--- src/hw/sad_pkg.sv ---
// Package with the address map constants and the request and answer carriers.
package sad_pkg;

    // Width of the widest physical address that the decoder accepts.
    localparam int SAD_ADDR_W = 48;
    // Number of map levels above the 32-bit map that fit in the address.
    localparam int SAD_MAX_LEVELS = 4;
    // Width of the master identifier carried with each request.
    localparam int SAD_MASTER_W = 8;

    // Last address of the boot ROM window at the bottom of the 32-bit map.
    localparam logic [31:0] SAD_BOOT_ROM_LIMIT = 32'h0000_FFFF;
    // Last address of the static I/O and static memory window.
    localparam logic [31:0] SAD_STATIC_IO_LIMIT = 32'h3FFF_FFFF;
    // Last address of the mapped I/O window of the 32-bit map.
    localparam logic [31:0] SAD_MAPPED_IO_LIMIT = 32'h7FFF_FFFF;
    // First address of the high reset vector page.
    localparam logic [31:0] SAD_HIGH_VEC_BASE = 32'hFFFF_0000;

    // Sixteenth codes of a widened map: 0 is the previous map.
    localparam logic [3:0] SAD_NIB_PREV = 4'h0;
    // First sixteenth of mapped I/O; the three below it are reserved.
    localparam logic [3:0] SAD_NIB_MIO_FIRST = 4'h4;
    // First sixteenth of DRAM; the lower half of it may be a hole.
    localparam logic [3:0] SAD_NIB_DRAM_FIRST = 4'h8;

    // Amount taken off the high bits to form the internal DRAM address, per level.
    localparam logic [SAD_ADDR_W-1:0] SAD_DRAM_OFFSET [0:SAD_MAX_LEVELS] = '{
        48'h0000_8000_0000,
        48'h0008_0000_0000,
        48'h0080_0000_0000,
        48'h0800_0000_0000,
        48'h8000_0000_0000
    };

    // Kind of region that an address falls in.
    typedef enum logic [2:0] {
        SAD_RGN_STATIC_IO,
        SAD_RGN_MAPPED_IO,
        SAD_RGN_DRAM,
        SAD_RGN_HOLE,
        SAD_RGN_RESERVED
    } sad_region_t;

    // Target that the access is routed to.
    typedef enum logic [2:0] {
        SAD_TGT_NONE,
        SAD_TGT_BOOT_ROM,
        SAD_TGT_STATIC_IO,
        SAD_TGT_MAPPED_IO,
        SAD_TGT_DRAM
    } sad_target_t;

    // Request presented by a bus master.
    typedef struct packed {
        logic [SAD_ADDR_W-1:0] addr;
        logic write;
        logic [SAD_MASTER_W-1:0] master;
    } sad_req_t;

    // Decoded answer for one request.
    typedef struct packed {
        sad_region_t region;
        sad_target_t target;
        logic [SAD_ADDR_W-1:0] dram_addr;
        logic error;
        logic ignore;
        logic write;
        logic [SAD_MASTER_W-1:0] master;
    } sad_rsp_t;

endpackage : sad_pkg

--- src/hw/sad_decoder.sv ---
// System address decoder for the nested superset physical address map.
// Function
// Widened map: 8 DRAM, 4 I/O, 3 reserved, 1 previous.
// Narrower map kept whole at lowest addresses.
// Each DRAM location has one address only.
// Unfitted DRAM partition answers with bus error.
// Enabled DRAM hole answers with bus error.
// Internal DRAM address subtracts per-region high offset.
// Empty space is ignored or bus error, no alias.
// Boot ROM covers low or high reset vector.
// Boot memory decoded inside the 32-bit space.
// Static peripherals decoded inside the 32-bit space.
// Significant DRAM decoded inside the 32-bit space.
// Same decode for every master.
// Shared resources have no alias addresses; the boot ROM answers at both reset vectors when HIGH_VECTOR_SELECT is set.
// No private window overlaps global addresses.
// Holes sit at start of higher DRAM regions.
// Fitted DRAM fills lowest regions first.
// 32-bit map: ROM, static I/O, mapped I/O, DRAM.
// Errors answered in-transaction with no target.
// Region type given for every decoded address.
module sad_decoder #(
    parameter int MAP_LEVELS = 4
) (
    // Clock and synchronous active-low reset.
    input wire logic CLK,
    input wire logic NRST,
    // Static configuration of the fitted system.
    input wire logic BOOT_ROM_FITTED,
    input wire logic HIGH_VECTOR_SELECT,
    input wire logic HOLE_EN,
    input wire logic EMPTY_ERR_EN,
    input wire logic [MAP_LEVELS:0] DRAM_FITTED,
    // Request from a bus master.
    input wire logic REQ_VALID,
    input wire sad_pkg::sad_req_t REQ,
    // Decoded answer, one cycle after the request.
    output logic RSP_VALID,
    output sad_pkg::sad_rsp_t RSP
);

    // Registered answer valid flag and its next value.
    logic rsp_valid_q;
    logic rsp_valid_d;
    // Registered answer and its next value.
    sad_pkg::sad_rsp_t rsp_q;
    sad_pkg::sad_rsp_t rsp_d;

    // Decoded fields of the present request.
    sad_pkg::sad_region_t region;
    sad_pkg::sad_target_t target;
    logic empty;
    logic unfitted;
    logic [2:0] lvl;
    logic [sad_pkg::SAD_ADDR_W-1:0] dram_addr;

    // Decode the request address, starting from the widest map level.
    always_comb begin
        logic found;
        logic above;
        logic half;
        logic [3:0] nib;
        logic [31:0] a32;
        found = 1'b0;
        above = 1'b0;
        half = 1'b0;
        nib = sad_pkg::SAD_NIB_PREV;
        a32 = REQ.addr[31:0];
        lvl = 3'h0;
        region = sad_pkg::SAD_RGN_RESERVED;
        target = sad_pkg::SAD_TGT_NONE;
        empty = 1'b0;
        unfitted = 1'b0;
        // Find the widest level whose sixteenth is not the previous map.
        for (int k = sad_pkg::SAD_MAX_LEVELS; k >= 1; k--) begin
            if (k > MAP_LEVELS) begin
                // Bits beyond the configured map lie outside every region.
                if (REQ.addr[4*k+31 -: 4] != sad_pkg::SAD_NIB_PREV) begin
                    above = 1'b1;
                end
            end else if (!found && REQ.addr[4*k+31 -: 4] != sad_pkg::SAD_NIB_PREV) begin
                // A zero sixteenth hands over to the narrower map. (see)
                found = 1'b1;
                lvl = 3'(k);
                nib = REQ.addr[4*k+31 -: 4];
                half = REQ.addr[4*k+27];
            end
        end
        if (above) begin
            // Space above the implemented map is empty. (see)
            region = sad_pkg::SAD_RGN_RESERVED;
            empty = 1'b1;
        end else if (found) begin
            // Split of a widened level into its sixteenths. (see)
            if (nib < sad_pkg::SAD_NIB_MIO_FIRST) begin
                // Three reserved sixteenths decode to nothing. (see)
                region = sad_pkg::SAD_RGN_RESERVED;
                empty = 1'b1;
            end else if (nib < sad_pkg::SAD_NIB_DRAM_FIRST) begin
                // Four sixteenths of mapped I/O.
                region = sad_pkg::SAD_RGN_MAPPED_IO;
                target = sad_pkg::SAD_TGT_MAPPED_IO;
            end else if (nib == sad_pkg::SAD_NIB_DRAM_FIRST && !half && HOLE_EN) begin
                // Hole at the start of the DRAM region. (see) (see)
                region = sad_pkg::SAD_RGN_HOLE;
            end else begin
                // Eight sixteenths of DRAM, gated by its fitted flag. (see)
                region = sad_pkg::SAD_RGN_DRAM;
                unfitted = !DRAM_FITTED[lvl];
                target = sad_pkg::SAD_TGT_DRAM;
            end
        end else if (HIGH_VECTOR_SELECT && a32 >= sad_pkg::SAD_HIGH_VEC_BASE) begin
            // High vector page takes the top of the 32-bit DRAM. (see)
            region = sad_pkg::SAD_RGN_STATIC_IO;
            target = sad_pkg::SAD_TGT_BOOT_ROM;
            empty = !BOOT_ROM_FITTED;
        end else if (a32 <= sad_pkg::SAD_BOOT_ROM_LIMIT) begin
            // Boot ROM at the low reset vector. (see) (see)
            region = sad_pkg::SAD_RGN_STATIC_IO;
            target = sad_pkg::SAD_TGT_BOOT_ROM;
            empty = !BOOT_ROM_FITTED;
        end else if (a32 <= sad_pkg::SAD_STATIC_IO_LIMIT) begin
            // Boot RAM and static peripherals stay 32-bit. (see) (see)
            region = sad_pkg::SAD_RGN_STATIC_IO;
            target = sad_pkg::SAD_TGT_STATIC_IO;
        end else if (a32 <= sad_pkg::SAD_MAPPED_IO_LIMIT) begin
            // Mapped I/O of the 32-bit map. (see)
            region = sad_pkg::SAD_RGN_MAPPED_IO;
            target = sad_pkg::SAD_TGT_MAPPED_IO;
        end else begin
            // Two gigabytes of 32-bit DRAM, the first to be fitted. (see) (see)
            region = sad_pkg::SAD_RGN_DRAM;
            unfitted = !DRAM_FITTED[0];
            target = sad_pkg::SAD_TGT_DRAM;
        end
        if (empty || unfitted || region == sad_pkg::SAD_RGN_HOLE) begin
            // Nothing real is selected for a refused access. (see)
            target = sad_pkg::SAD_TGT_NONE;
        end
    end

    // Form the internal address seen by the single DRAM device.
    always_comb begin
        if (HOLE_EN) begin
            // Offsets fold all regions onto one device. (see) (see)
            dram_addr = REQ.addr - sad_pkg::SAD_DRAM_OFFSET[lvl];
        end else begin
            // Without holes the physical address is passed flat. (see)
            dram_addr = REQ.addr;
        end
    end

    // Build the next answer; the master identity never alters the decode.
    always_comb begin
        rsp_valid_d = REQ_VALID;
        rsp_d = rsp_q;
        if (REQ_VALID) begin
            // Region type for every decoded address. (see)
            rsp_d.region = region;
            rsp_d.target = target;
            // Internal address only for a routed DRAM access.
            if (target == sad_pkg::SAD_TGT_DRAM) begin
                rsp_d.dram_addr = dram_addr;
            end else begin
                rsp_d.dram_addr = '0;
            end
            // Empty space errors or is ignored as configured. (see)
            rsp_d.error = (empty && EMPTY_ERR_EN) || unfitted
                || region == sad_pkg::SAD_RGN_HOLE; // see see
            rsp_d.ignore = empty && !EMPTY_ERR_EN;
            rsp_d.write = REQ.write;
            // One global map for all masters, with no private window. (see) (see)
            rsp_d.master = REQ.master;
        end
    end

    // Register the answer.
    always_ff @(posedge CLK) begin
        if (!NRST) begin
            rsp_valid_q <= 1'b0;
            rsp_q <= '{region: sad_pkg::SAD_RGN_RESERVED, target: sad_pkg::SAD_TGT_NONE,
                       default: '0};
        end else begin
            rsp_valid_q <= rsp_valid_d;
            rsp_q <= rsp_d;
        end
    end

    // The answer leaves straight from the flip-flops.
    assign RSP_VALID = rsp_valid_q;
    assign RSP = rsp_q;
endmodule : sad_decoder

--- config.mk ---
export PLATFORM = sky130hd
export DESIGN_NAME = sad_decoder
export DESIGN_NICKNAME = d
export VERILOG_FILES = /design/src/hw/sad_pkg.sv /design/src/hw/sad_decoder.sv
export SDC_FILE = /design/constraint.sdc
export NUM_CORES = 1
export LEC_CHECK = 0
export BUFFER_PORTS_ARGS = -buffer_cell sky130_fd_sc_hd__buf_2
export CELL_PAD_IN_SITES_DETAIL_PLACEMENT = 1
export CELL_PAD_IN_SITES_GLOBAL_PLACEMENT = 1
export CORE_UTILIZATION = 38
export DETAILED_ROUTE_END_ITERATION = 16
export PLACE_DENSITY = 0.94
export SLEW_MARGIN = 5
export SYNTH_ARGS = -nofsm -noshare
export SYNTH_HDL_FRONTEND = slang
export SYNTH_SLANG_ARGS = --single-unit
--- constraint.sdc ---
create_clock -name CLK -period 8 [get_ports CLK]
set_clock_uncertainty 0.1 [all_clocks]
set_input_delay 2 -clock CLK [delete_from_list [all_inputs] [get_ports CLK]]
set_output_delay 2 -clock CLK [all_outputs]
set_load 0.05 [all_outputs]
==> results of run 1 <==
## layout make-up
class	count	share of cell area, %
Multi-Input combinational cell	212	41.3
Sequential cell	66	32.2
Clock buffer	10	3.11
Clock inverter	6	2.75
Timing Repair Buffer	136	16.7
Inverter	9	0.824
Tap cell	102	3.11
## cells in the mapped netlist, types with 4 or more instances
| library cell | count |
|---|---|
| dfxtp_1 | 66 |
| a32o_1 | 48 |
| clkbuf_1 | 14 |
| nor2b_1 | 12 |
| nand2_1 | 11 |
| nor2_1 | 11 |
| mux2i_1 | 10 |
| o21ai_0 | 10 |
| a21oi_1 | 9 |
| xor2_1 | 8 |
| inv_1 | 7 |
| nor4_1 | 7 |
| xnor2_1 | 7 |
| ha_1 | 6 |
| nand3_1 | 5 |
| nand4_1 | 5 |
| a31oi_1 | 4 |
| buf_2 | 4 |
| nor3_1 | 4 |
## cell families after synthesis
group,Yosys count,synth area share [%]
AOI/OAI and AO/OA,97,26.2
xor gates and xnor gates,15,4.21
adders and majority gates,6,2.40
buffers and inverters,30,4.37
DFF,66,42.3
muxes,14,4.73
and+or+nand+nor,80,15.7
## registers in the layout (all words and copies together), names as in the netlist
| signal | count |
|---|---|
| RSP_VALID | 1 |
| RSP | 65 |
## worst max-delay path, delay by kind of cell
family | cells | cell delay, ps
simple gates | 4 | 1610
buf+inv | 2 | 240
compound gates | 5 | 1260
xor+xnor | 1 | 170
fa+ha+maj | 2 | 350
## routing by layer
layer | GRT usage, % | part of all wire (%) | wire, microns | vias to the layer above
li1 | - | - | - | 1468
met1 | 26.6 | 42 | 4030 | 1530
met2 | 39.4 | 50 | 4740 | 113
met3 | 5.75 | 6.2 | 593 | 17
met4 | 7.56 | 1.6 | 157 | 0
met5 | 0 | 0 | 0 | -
## power by group
group          total (W)  internal [W]  switching [W]  leakage [nW]
Clock           0.000342      0.000208       0.000133         0.121
Sequential      0.000347      0.000341     0.00000600         0.537
Combinational   0.000154     0.0000476       0.000106          1.14
## metrics by stage
step / instances / power [W] / util (%) / area (sq um)
2_1_floorplan: 308 / 0.000455 / - / 3120
3_3_place_gp: 525 / 0.000502 / 49.2 / 3860
3_5_place_dp: 525 / 0.000508 / 49.2 / 3860
4_1_cts: 541 / 0.000851 / 52.3 / 4100
5_1_grt: 541 / 0.000877 / 52.3 / 4100
6_report: 541 / 0.000842 / 52.3 / 4100
## worst max path at each step
stage,depth (start not counted),from,end
after detailed placement,14,REQ[49],RSP[58]
after CTS,14,REQ[49],RSP[58]
after floorplan,13,REQ[49],RSP[58]
after global placement,14,REQ[49],RSP[58]
after global routing,14,REQ[49],RSP[58]
final,14,REQ[49],RSP[58]
==> reports/metrics.yaml, run 1 <==
reg2reg_to: "RSP[59]"
crit_slowest_cell: "nor4_2"
setup_slack_ps: 2490
arrival_ps: 5650
relSlewSlack_pct: 23.2
antenna_cells: 0
tightest_slew_ps: 1150
reg2regPathDepth: 3
synth_top_area_share_pct: 42.3
status: "completed"
cts_tree: "yes"
cts_hold_buf: 0
clockBufferDepth: 2
fmax_mhz: 181
min_from: "RSP[12]"
dieArea_sq_um: 8580
globalRoute.totalOverflow: 0
yosys_warnings: 0
synth.yosys.seq_area_share_pct: 42.3
cp_max_fo: 7
wl_per_cell_microns: 17.6
syn_to_final_growth_pct: 31.3
drv_cap: 0
timing.hold.ws_ps: 364
period_share_pct: 68.9
num_io_pins: 135
dp_hpwl_mm: 6.92
synth_top_flop_cell: "dfxtp_1"
fillers: 943
async_flop_share_pct: 0
route.detailed.drc: 0
clock_sinks: 66
pre_cts_ws_ps: 2150
insertion_delay_ps: 330
r2r_slack_ps: 7200
port_buffers: 134
peakVddDrop_mv: 0.115
crit_type: "input port to register"
power_density_nw_per_um2: 205
synth_largest_area_cell: "dfxtp_1"
die-width_microns: 92.7
grt_pass1_wl_mm: 15.3
worstPathCellList: "buf_2 -> nor4_2 -> nand3_1 -> or2_1 -> inv_2 -> ha_1 -> ha_1 -> or3b_2 -> a21oi_1 -> o21ai_1 -> a2111oi_2 -> xnor2_1 -> a21oi_1 -> a32o_1"
whs_endpoint: "RSP[12]"
rsz0062_at_grt: "no"
syn_avg_cell_area_sq_um: 10.1
start_util_pct: 39.8
finalSetupTns_ps: 0
hold_violations: 0
first_iter_violations: 91
synth_edf_count: 0
p_leak_nw: 1.80
h-tree-depth: 3
critPathMaxStageDelay_ps: 550
crit_required_ps: 8130
timing.rr.start: "RSP[59]"
wl_mm: 9.53
register_area_sq_um: 1320
cts_resized: 0
synth_fp_nets: 383
num_rows: 32
multi_input_area_sq_um: 1690
min_delay_path_depth: 1
numCtsBuffers: 9
vias: 3128
drive_gt1_share_pct: 38.3
ant_nets: 0
grt_max_degree: 50
track_usage_pct: 22.5
hold_path_class: "register to register"
synth.area.top_cells: "dfxtp_1 42%, a32o_1 15%, mux2i_1 3.2%, ha_1 2.4%, nor2b_1 2.4%"
antenna_found_initial: 0
grt_pass1_vias: 3246
avgViaCountPerCell: 5.78
fin_nets: 509
synth_area_sq_um: 3120
die_height_microns: 92.7
slew_viol_final: 0
clockRootBuffer: "clkbuf_8"
cts_setup_buffers: 0
cts.clk_slew.worst_paths_ps: 70
gp_congestion: 0.857
syn_inst: 308
layout_commonest_cell: "buf_2"
synth_seq_cells: 66
core_area_sq_um: 7850
drt_pass1_iterations: 4
yosysUniqueCellTypes: 59
cp-end-kind: "register"
final_cell_mix: "134 x buf_2, 66 x dfxtp_1, 48 x a32o_1"
min_period_ps: 5510
setup_viol: 0
startpoint_type: "input port"
(Power assumes the default switching activity.)
==> inputs of run 2 (changes only) <==
CORE_UTILIZATION = 35   (was 38)
PLACE_DENSITY = 0.88   (was 0.94)
clock period = 5.37 ns   (was 8 ns; I/O delays follow)
==> run 2 against run 1 <==
Total power is 45% higher. Clock power up 39%. Die area increased by 8.4%. Flip-flop and latch count unchanged. Sequential power up 49%. Sequential share of layout area fell by 0.13 points. Critical endpoint unchanged.
==> reports/metrics.yaml, run 2 (same netlist as run 1, synthesis figures left out) <==
largest_register_ffs: 65
numCtsBuffers: 9
cts_hold_buf: 0
peakVddDrop_mv: 0.149
min_delay_path_depth: 1
grt_pass1_vias: 3067
timing.hold.ws_ps: 363
min_from: "RSP[12]"
fillers: 1050
min_period_ps: 4740
multi_input_area_sq_um: 1690
drt_pass1_iterations: 7
die_height_microns: 96.5
globalRoute.totalOverflow: 0
first_iter_violations: 61
dp_cells: 534
antenna_found_initial: 0
cts_tree: "yes"
cp_max_fo: 7
period_share_pct: 88.2
vias: 3084
core_area_sq_um: 8680
p_leak_nw: 1.80
met3_usage_pct: 5.63
grt-busiest-layer: "met2"
whs_endpoint: "RSP[12]"
antenna_cells: 0
cp-end-kind: "register"
insertion_delay_ps: 330
grtUsageMet1_pct: 25.1
layout_commonest_cell: "buf_2"
fin_nets: 512
startpoint_type: "input port"
rsz0062_at_grt: "no"
syn_to_final_growth_pct: 31.9
start_util_pct: 36.0
power_density_nw_per_um2: 296
hold_path_class: "register to register"
avgViaCountPerCell: 5.61
instances_no_fill: 550
cts_setup_buffers: 0
crit_type: "input port to register"
cts_resized: 0
status: "completed"
hold_violations: 0
arrival_ps: 4860
wl_mm: 9.37
grt_pass1_wl_mm: 14.9
dieArea_sq_um: 9300
port_buffers: 134
gp_congestion: 0.863
tightest_slew_ps: 1180
drv_cap: 0
final_cell_mix: "134 x buf_2, 66 x dfxtp_1, 48 x a32o_1"
finalSetupTns_ps: 0
grt_util_met2_pct: 34.7
cts.clk_slew.worst_paths_ps: 70
setup_slack_ps: 632
wl_per_cell_microns: 17.0
timing.rr.start: "RSP[59]"
ant_nets: 0
r2r_slack_ps: 4560
relSlewSlack_pct: 21.1
num_rows: 34
track_usage_pct: 20.5
pre_cts_ws_ps: 351
h-tree-depth: 3
num_io_pins: 135
reg2regPathDepth: 3
clock_sinks: 66
clockBufferDepth: 2
clockRootBuffer: "clkbuf_8"
fmax_mhz: 211
slew_viol_final: 0
setup_viol: 0
route.detailed.drc: 0
crit_required_ps: 5490
reg2reg_to: "RSP[59]"
dp_hpwl_mm: 6.93
register_area_sq_um: 1320
drive_gt1_share_pct: 38.7
grt_max_degree: 50
die-width_microns: 96.5
-- run 2: final cells by class --
class,instances,area share [%]
multi-input cells,212,41.1
clock inverters,5,2.07
repair buffers,139,17.2
flip-flops and latches,66,32.1
clock buffers,11,3.43
well taps,108,3.28
inverters,9,0.820
-- run 2: power by group --
| part | internal, W | switching [W] | total [W] | leakage, nW |
|---|---|---|---|---|
| clock | 0.000277 | 0.000198 | 0.000475 | 0.110 |
| combinational | 0.0000716 | 0.000157 | 0.000229 | 1.15 |
| sequential | 0.000507 | 0.00000863 | 0.000516 | 0.537 |
| total | 0.000856 | 0.000364 | 0.00122 | 1.80 |
-- run 2: critical path: stages --
cell	delay [ps]
buf_2	150
nor4_2	380
nand3_1	230
or2_1	310
inv_2	120
ha_1	200
ha_1	170
or3b_2	500
a21oi_1	360
o21ai_1	180
a2111oi_2	410
xnor2_1	160
a21oi_1	80
a32o_1	260
-- run 2: per-layer routing --
layer | vias to the layer above | share of wire, %
li1 | 1469 | -
met1 | 1509 | 43
met2 | 92 | 49
met3 | 14 | 6.5
met4 | 0 | 1.3
met5 | - | 0
-- run 2: worst max-delay path by stage --
| stage | startpoint | end | slack (ps) | cells past startpoint |
|---|---|---|---|---|
| 2_1_floorplan | REQ[49] | RSP[58] | 760 | 13 |
| 3_3_place_gp | REQ[49] | RSP[58] | 510 | 14 |
| 3_5_place_dp | REQ[49] | RSP[58] | 350 | 14 |
| 4_1_cts | REQ[49] | RSP[58] | 670 | 14 |
| 5_1_grt | REQ[49] | RSP[58] | 420 | 14 |
| 6_report | REQ[49] | RSP[58] | 630 | 14 |
-- run 2: through the flow --
stage | area, sq um | util (%) | total power [W]
4_1_cts | 4120 | 47.4 | 0.00123
3_3_place_gp | 3890 | 44.8 | 0.000750
3_5_place_dp | 3890 | 44.8 | 0.000756
6_report | 4120 | 47.4 | 0.00122
5_1_grt | 4120 | 47.4 | 0.00128
2_1_floorplan | 3120 | - | 0.000677
==> inputs of run 3 (changes only) <==
CELL_PAD_IN_SITES_DETAIL_PLACEMENT = default   (was 1)
CELL_PAD_IN_SITES_GLOBAL_PLACEMENT = default   (was 1)
CORE_UTILIZATION = 48   (was 35)
PLACE_DENSITY = 0.89   (was 0.88)
==> run 3 against run 2 <==
Clock power down 11%. Via count down 0.97%. Combinational power is 2% lower. Sequential share of layout area is 0.52 points higher. Worst setup slack improved by 160 ps. Utilization increased by 17 points. Largest power group unchanged. Critical path depth unchanged.
==> reports/metrics.yaml, run 3 (same netlist as run 1, synthesis figures left out) <==
grt_max_degree: 50
avgViaCountPerCell: 5.88
core_area_sq_um: 6310
path_buf_inv: 2
h-tree-depth: 3
dieArea_sq_um: 6830
clockRootBuffer: "clkbuf_8"
antenna_found_initial: 0
final_cell_mix: "134 x buf_2, 66 x dfxtp_1, 48 x a32o_1"
die_height_microns: 82.7
vias: 3054
reg2regPathDepth: 3
gp_congestion: 0.921
p_leak_nw: 1.79
period_share_pct: 85.3
drive_gt1_share_pct: 38.9
fin_area_sq_um: 4050
cp_max_fo: 7
largest_register_ffs: 65
dp_cells: 503
num_rows: 29
startpoint: "REQ[49]"
worstPathCellList: "buf_2 -> nor4_2 -> nand3_1 -> or2_1 -> inv_2 -> ha_1 -> ha_1 -> or3b_2 -> a21oi_1 -> o21ai_1 -> a2111oi_2 -> xnor2_1 -> a21oi_1 -> a32o_1"
p_sw_share_pct: 31.5
final_util_pct: 64.2
hold_violations: 0
grt_pass1_vias: 2574
layout_commonest_cell: "buf_2"
fin_nets: 512
dp_hpwl_mm: 5.80
crit_required_ps: 5500
rsz0062_at_grt: "no"
p_clk_share_pct: 36.3
clock_sinks: 66
numCtsBuffers: 9
p_int_w: 0.000796
cp-end-kind: "register"
grt_pass1_wl_mm: 11.9
drv_cap: 0
reg2reg_to: "RSP[59]"
arrival_ps: 4720
track_usage_pct: 23.3
port_buffers: 134
slew_viol_final: 0
fmax_mhz: 218
globalRoute.totalOverflow: 0
timing.rr.start: "RSP[59]"
pwr-share-comb_pct: 19.4
cts_resized: 0
instances_no_fill: 519
die-width_microns: 82.7
cts_hold_buf: 0
startpoint_type: "input port"
crit_slowest_cell: "or3b_2"
timing.hold.ws_ps: 362
critPathMaxStageDelay_ps: 490
num_io_pins: 135
tightest_slew_ps: 1090
syn_to_final_growth_pct: 29.8
setup_viol: 0
antenna_cells: 0
r2r_slack_ps: 4570
drt_pass1_iterations: 5
crit_family: "simple AND/OR/NAND/NOR gates"
cts_setup_buffers: 0
hold_path_class: "register to register"
cts_tree: "yes"
start_util_pct: 49.5
min_period_ps: 4580
wl_per_cell_microns: 15.4
p_switching_w: 0.000367
insertion_delay_ps: 340
ant_nets: 0
pwr-share-seq_pct: 44.3
status: "completed"
crit_type: "input port to register"
peakVddDrop_mv: 0.191
placed_area_sq_um: 3850
endpoint: "RSP[58]"
cts.clk_slew.worst_paths_ps: 70
wl_mm: 7.98
first_iter_violations: 182
relSlewSlack_pct: 27.2
finalSetupTns_ps: 0
clockBufferDepth: 2
route.detailed.drc: 0
cp.depth: 14
power_density_nw_per_um2: 287
==> run 3: cell types whose count changed in the layout (fill, tap and decap cells not counted), sizes merged <==
cell | before | now
bufinv | 2 | 1
clkinvlp | 1 | 2
clkinv | 1 | 2
inv | 10 | 11
clkbuf | 11 | 9
==> run 3: area by class of cell <==
class | instances | area (sq um)
Fill cell | 575 | 2260
Multi-Input combinational cell | 212 | 1690
Clock buffer | 9 | 124
Tap cell | 77 | 96.3
Sequential cell | 66 | 1320
Clock inverter | 7 | 76.3
Timing Repair Buffer | 139 | 708
Inverter | 9 | 33.8
==> run 3: power by group through the flow <==
stage	sequential, W	combinational [W]	clock [W]
after floorplan	0.000590	0.0000876	0
after global placement	0.000526	0.000220	0
after detailed placement	0.000527	0.000225	0
after CTS	0.000515	0.000225	0.000431
after global routing	0.000518	0.000241	0.000457
final	0.000516	0.000225	0.000422
==> run 3: how the worst min path moves through the flow <==
stage | to | start | depth (start not counted)
2_1_floorplan | RSP[60] | RSP[60] | 2
3_3_place_gp | RSP[17] | RSP[17] | 1
3_5_place_dp | RSP[33] | RSP[33] | 1
4_1_cts | RSP[53] | RSP[53] | 1
5_1_grt | RSP[46] | RSP[46] | 1
6_report | RSP[11] | RSP[11] | 1
==> run 3: per-stage QoR <==
| step | setup WS, ps | power, W |
|---|---|---|
| 6_report | 787 | 0.00116 |
| 5_1_grt | 532 | 0.00122 |
| 4_1_cts | 806 | 0.00117 |
| 3_5_place_dp | 449 | 0.000751 |
| 3_3_place_gp | 535 | 0.000746 |
| 2_1_floorplan | 756 | 0.000677 |
==> run 3: routing by layer <==
layer / global-route usage, % / wire [microns] / up-vias
met2: 37.1 / 3870 / 121
met1: 28.7 / 3440 / 1448
met4: 11.6 / 111 / 0
li1: - / - / 1476
met3: 6.48 / 552 / 9
met5: 0 / 0 / -
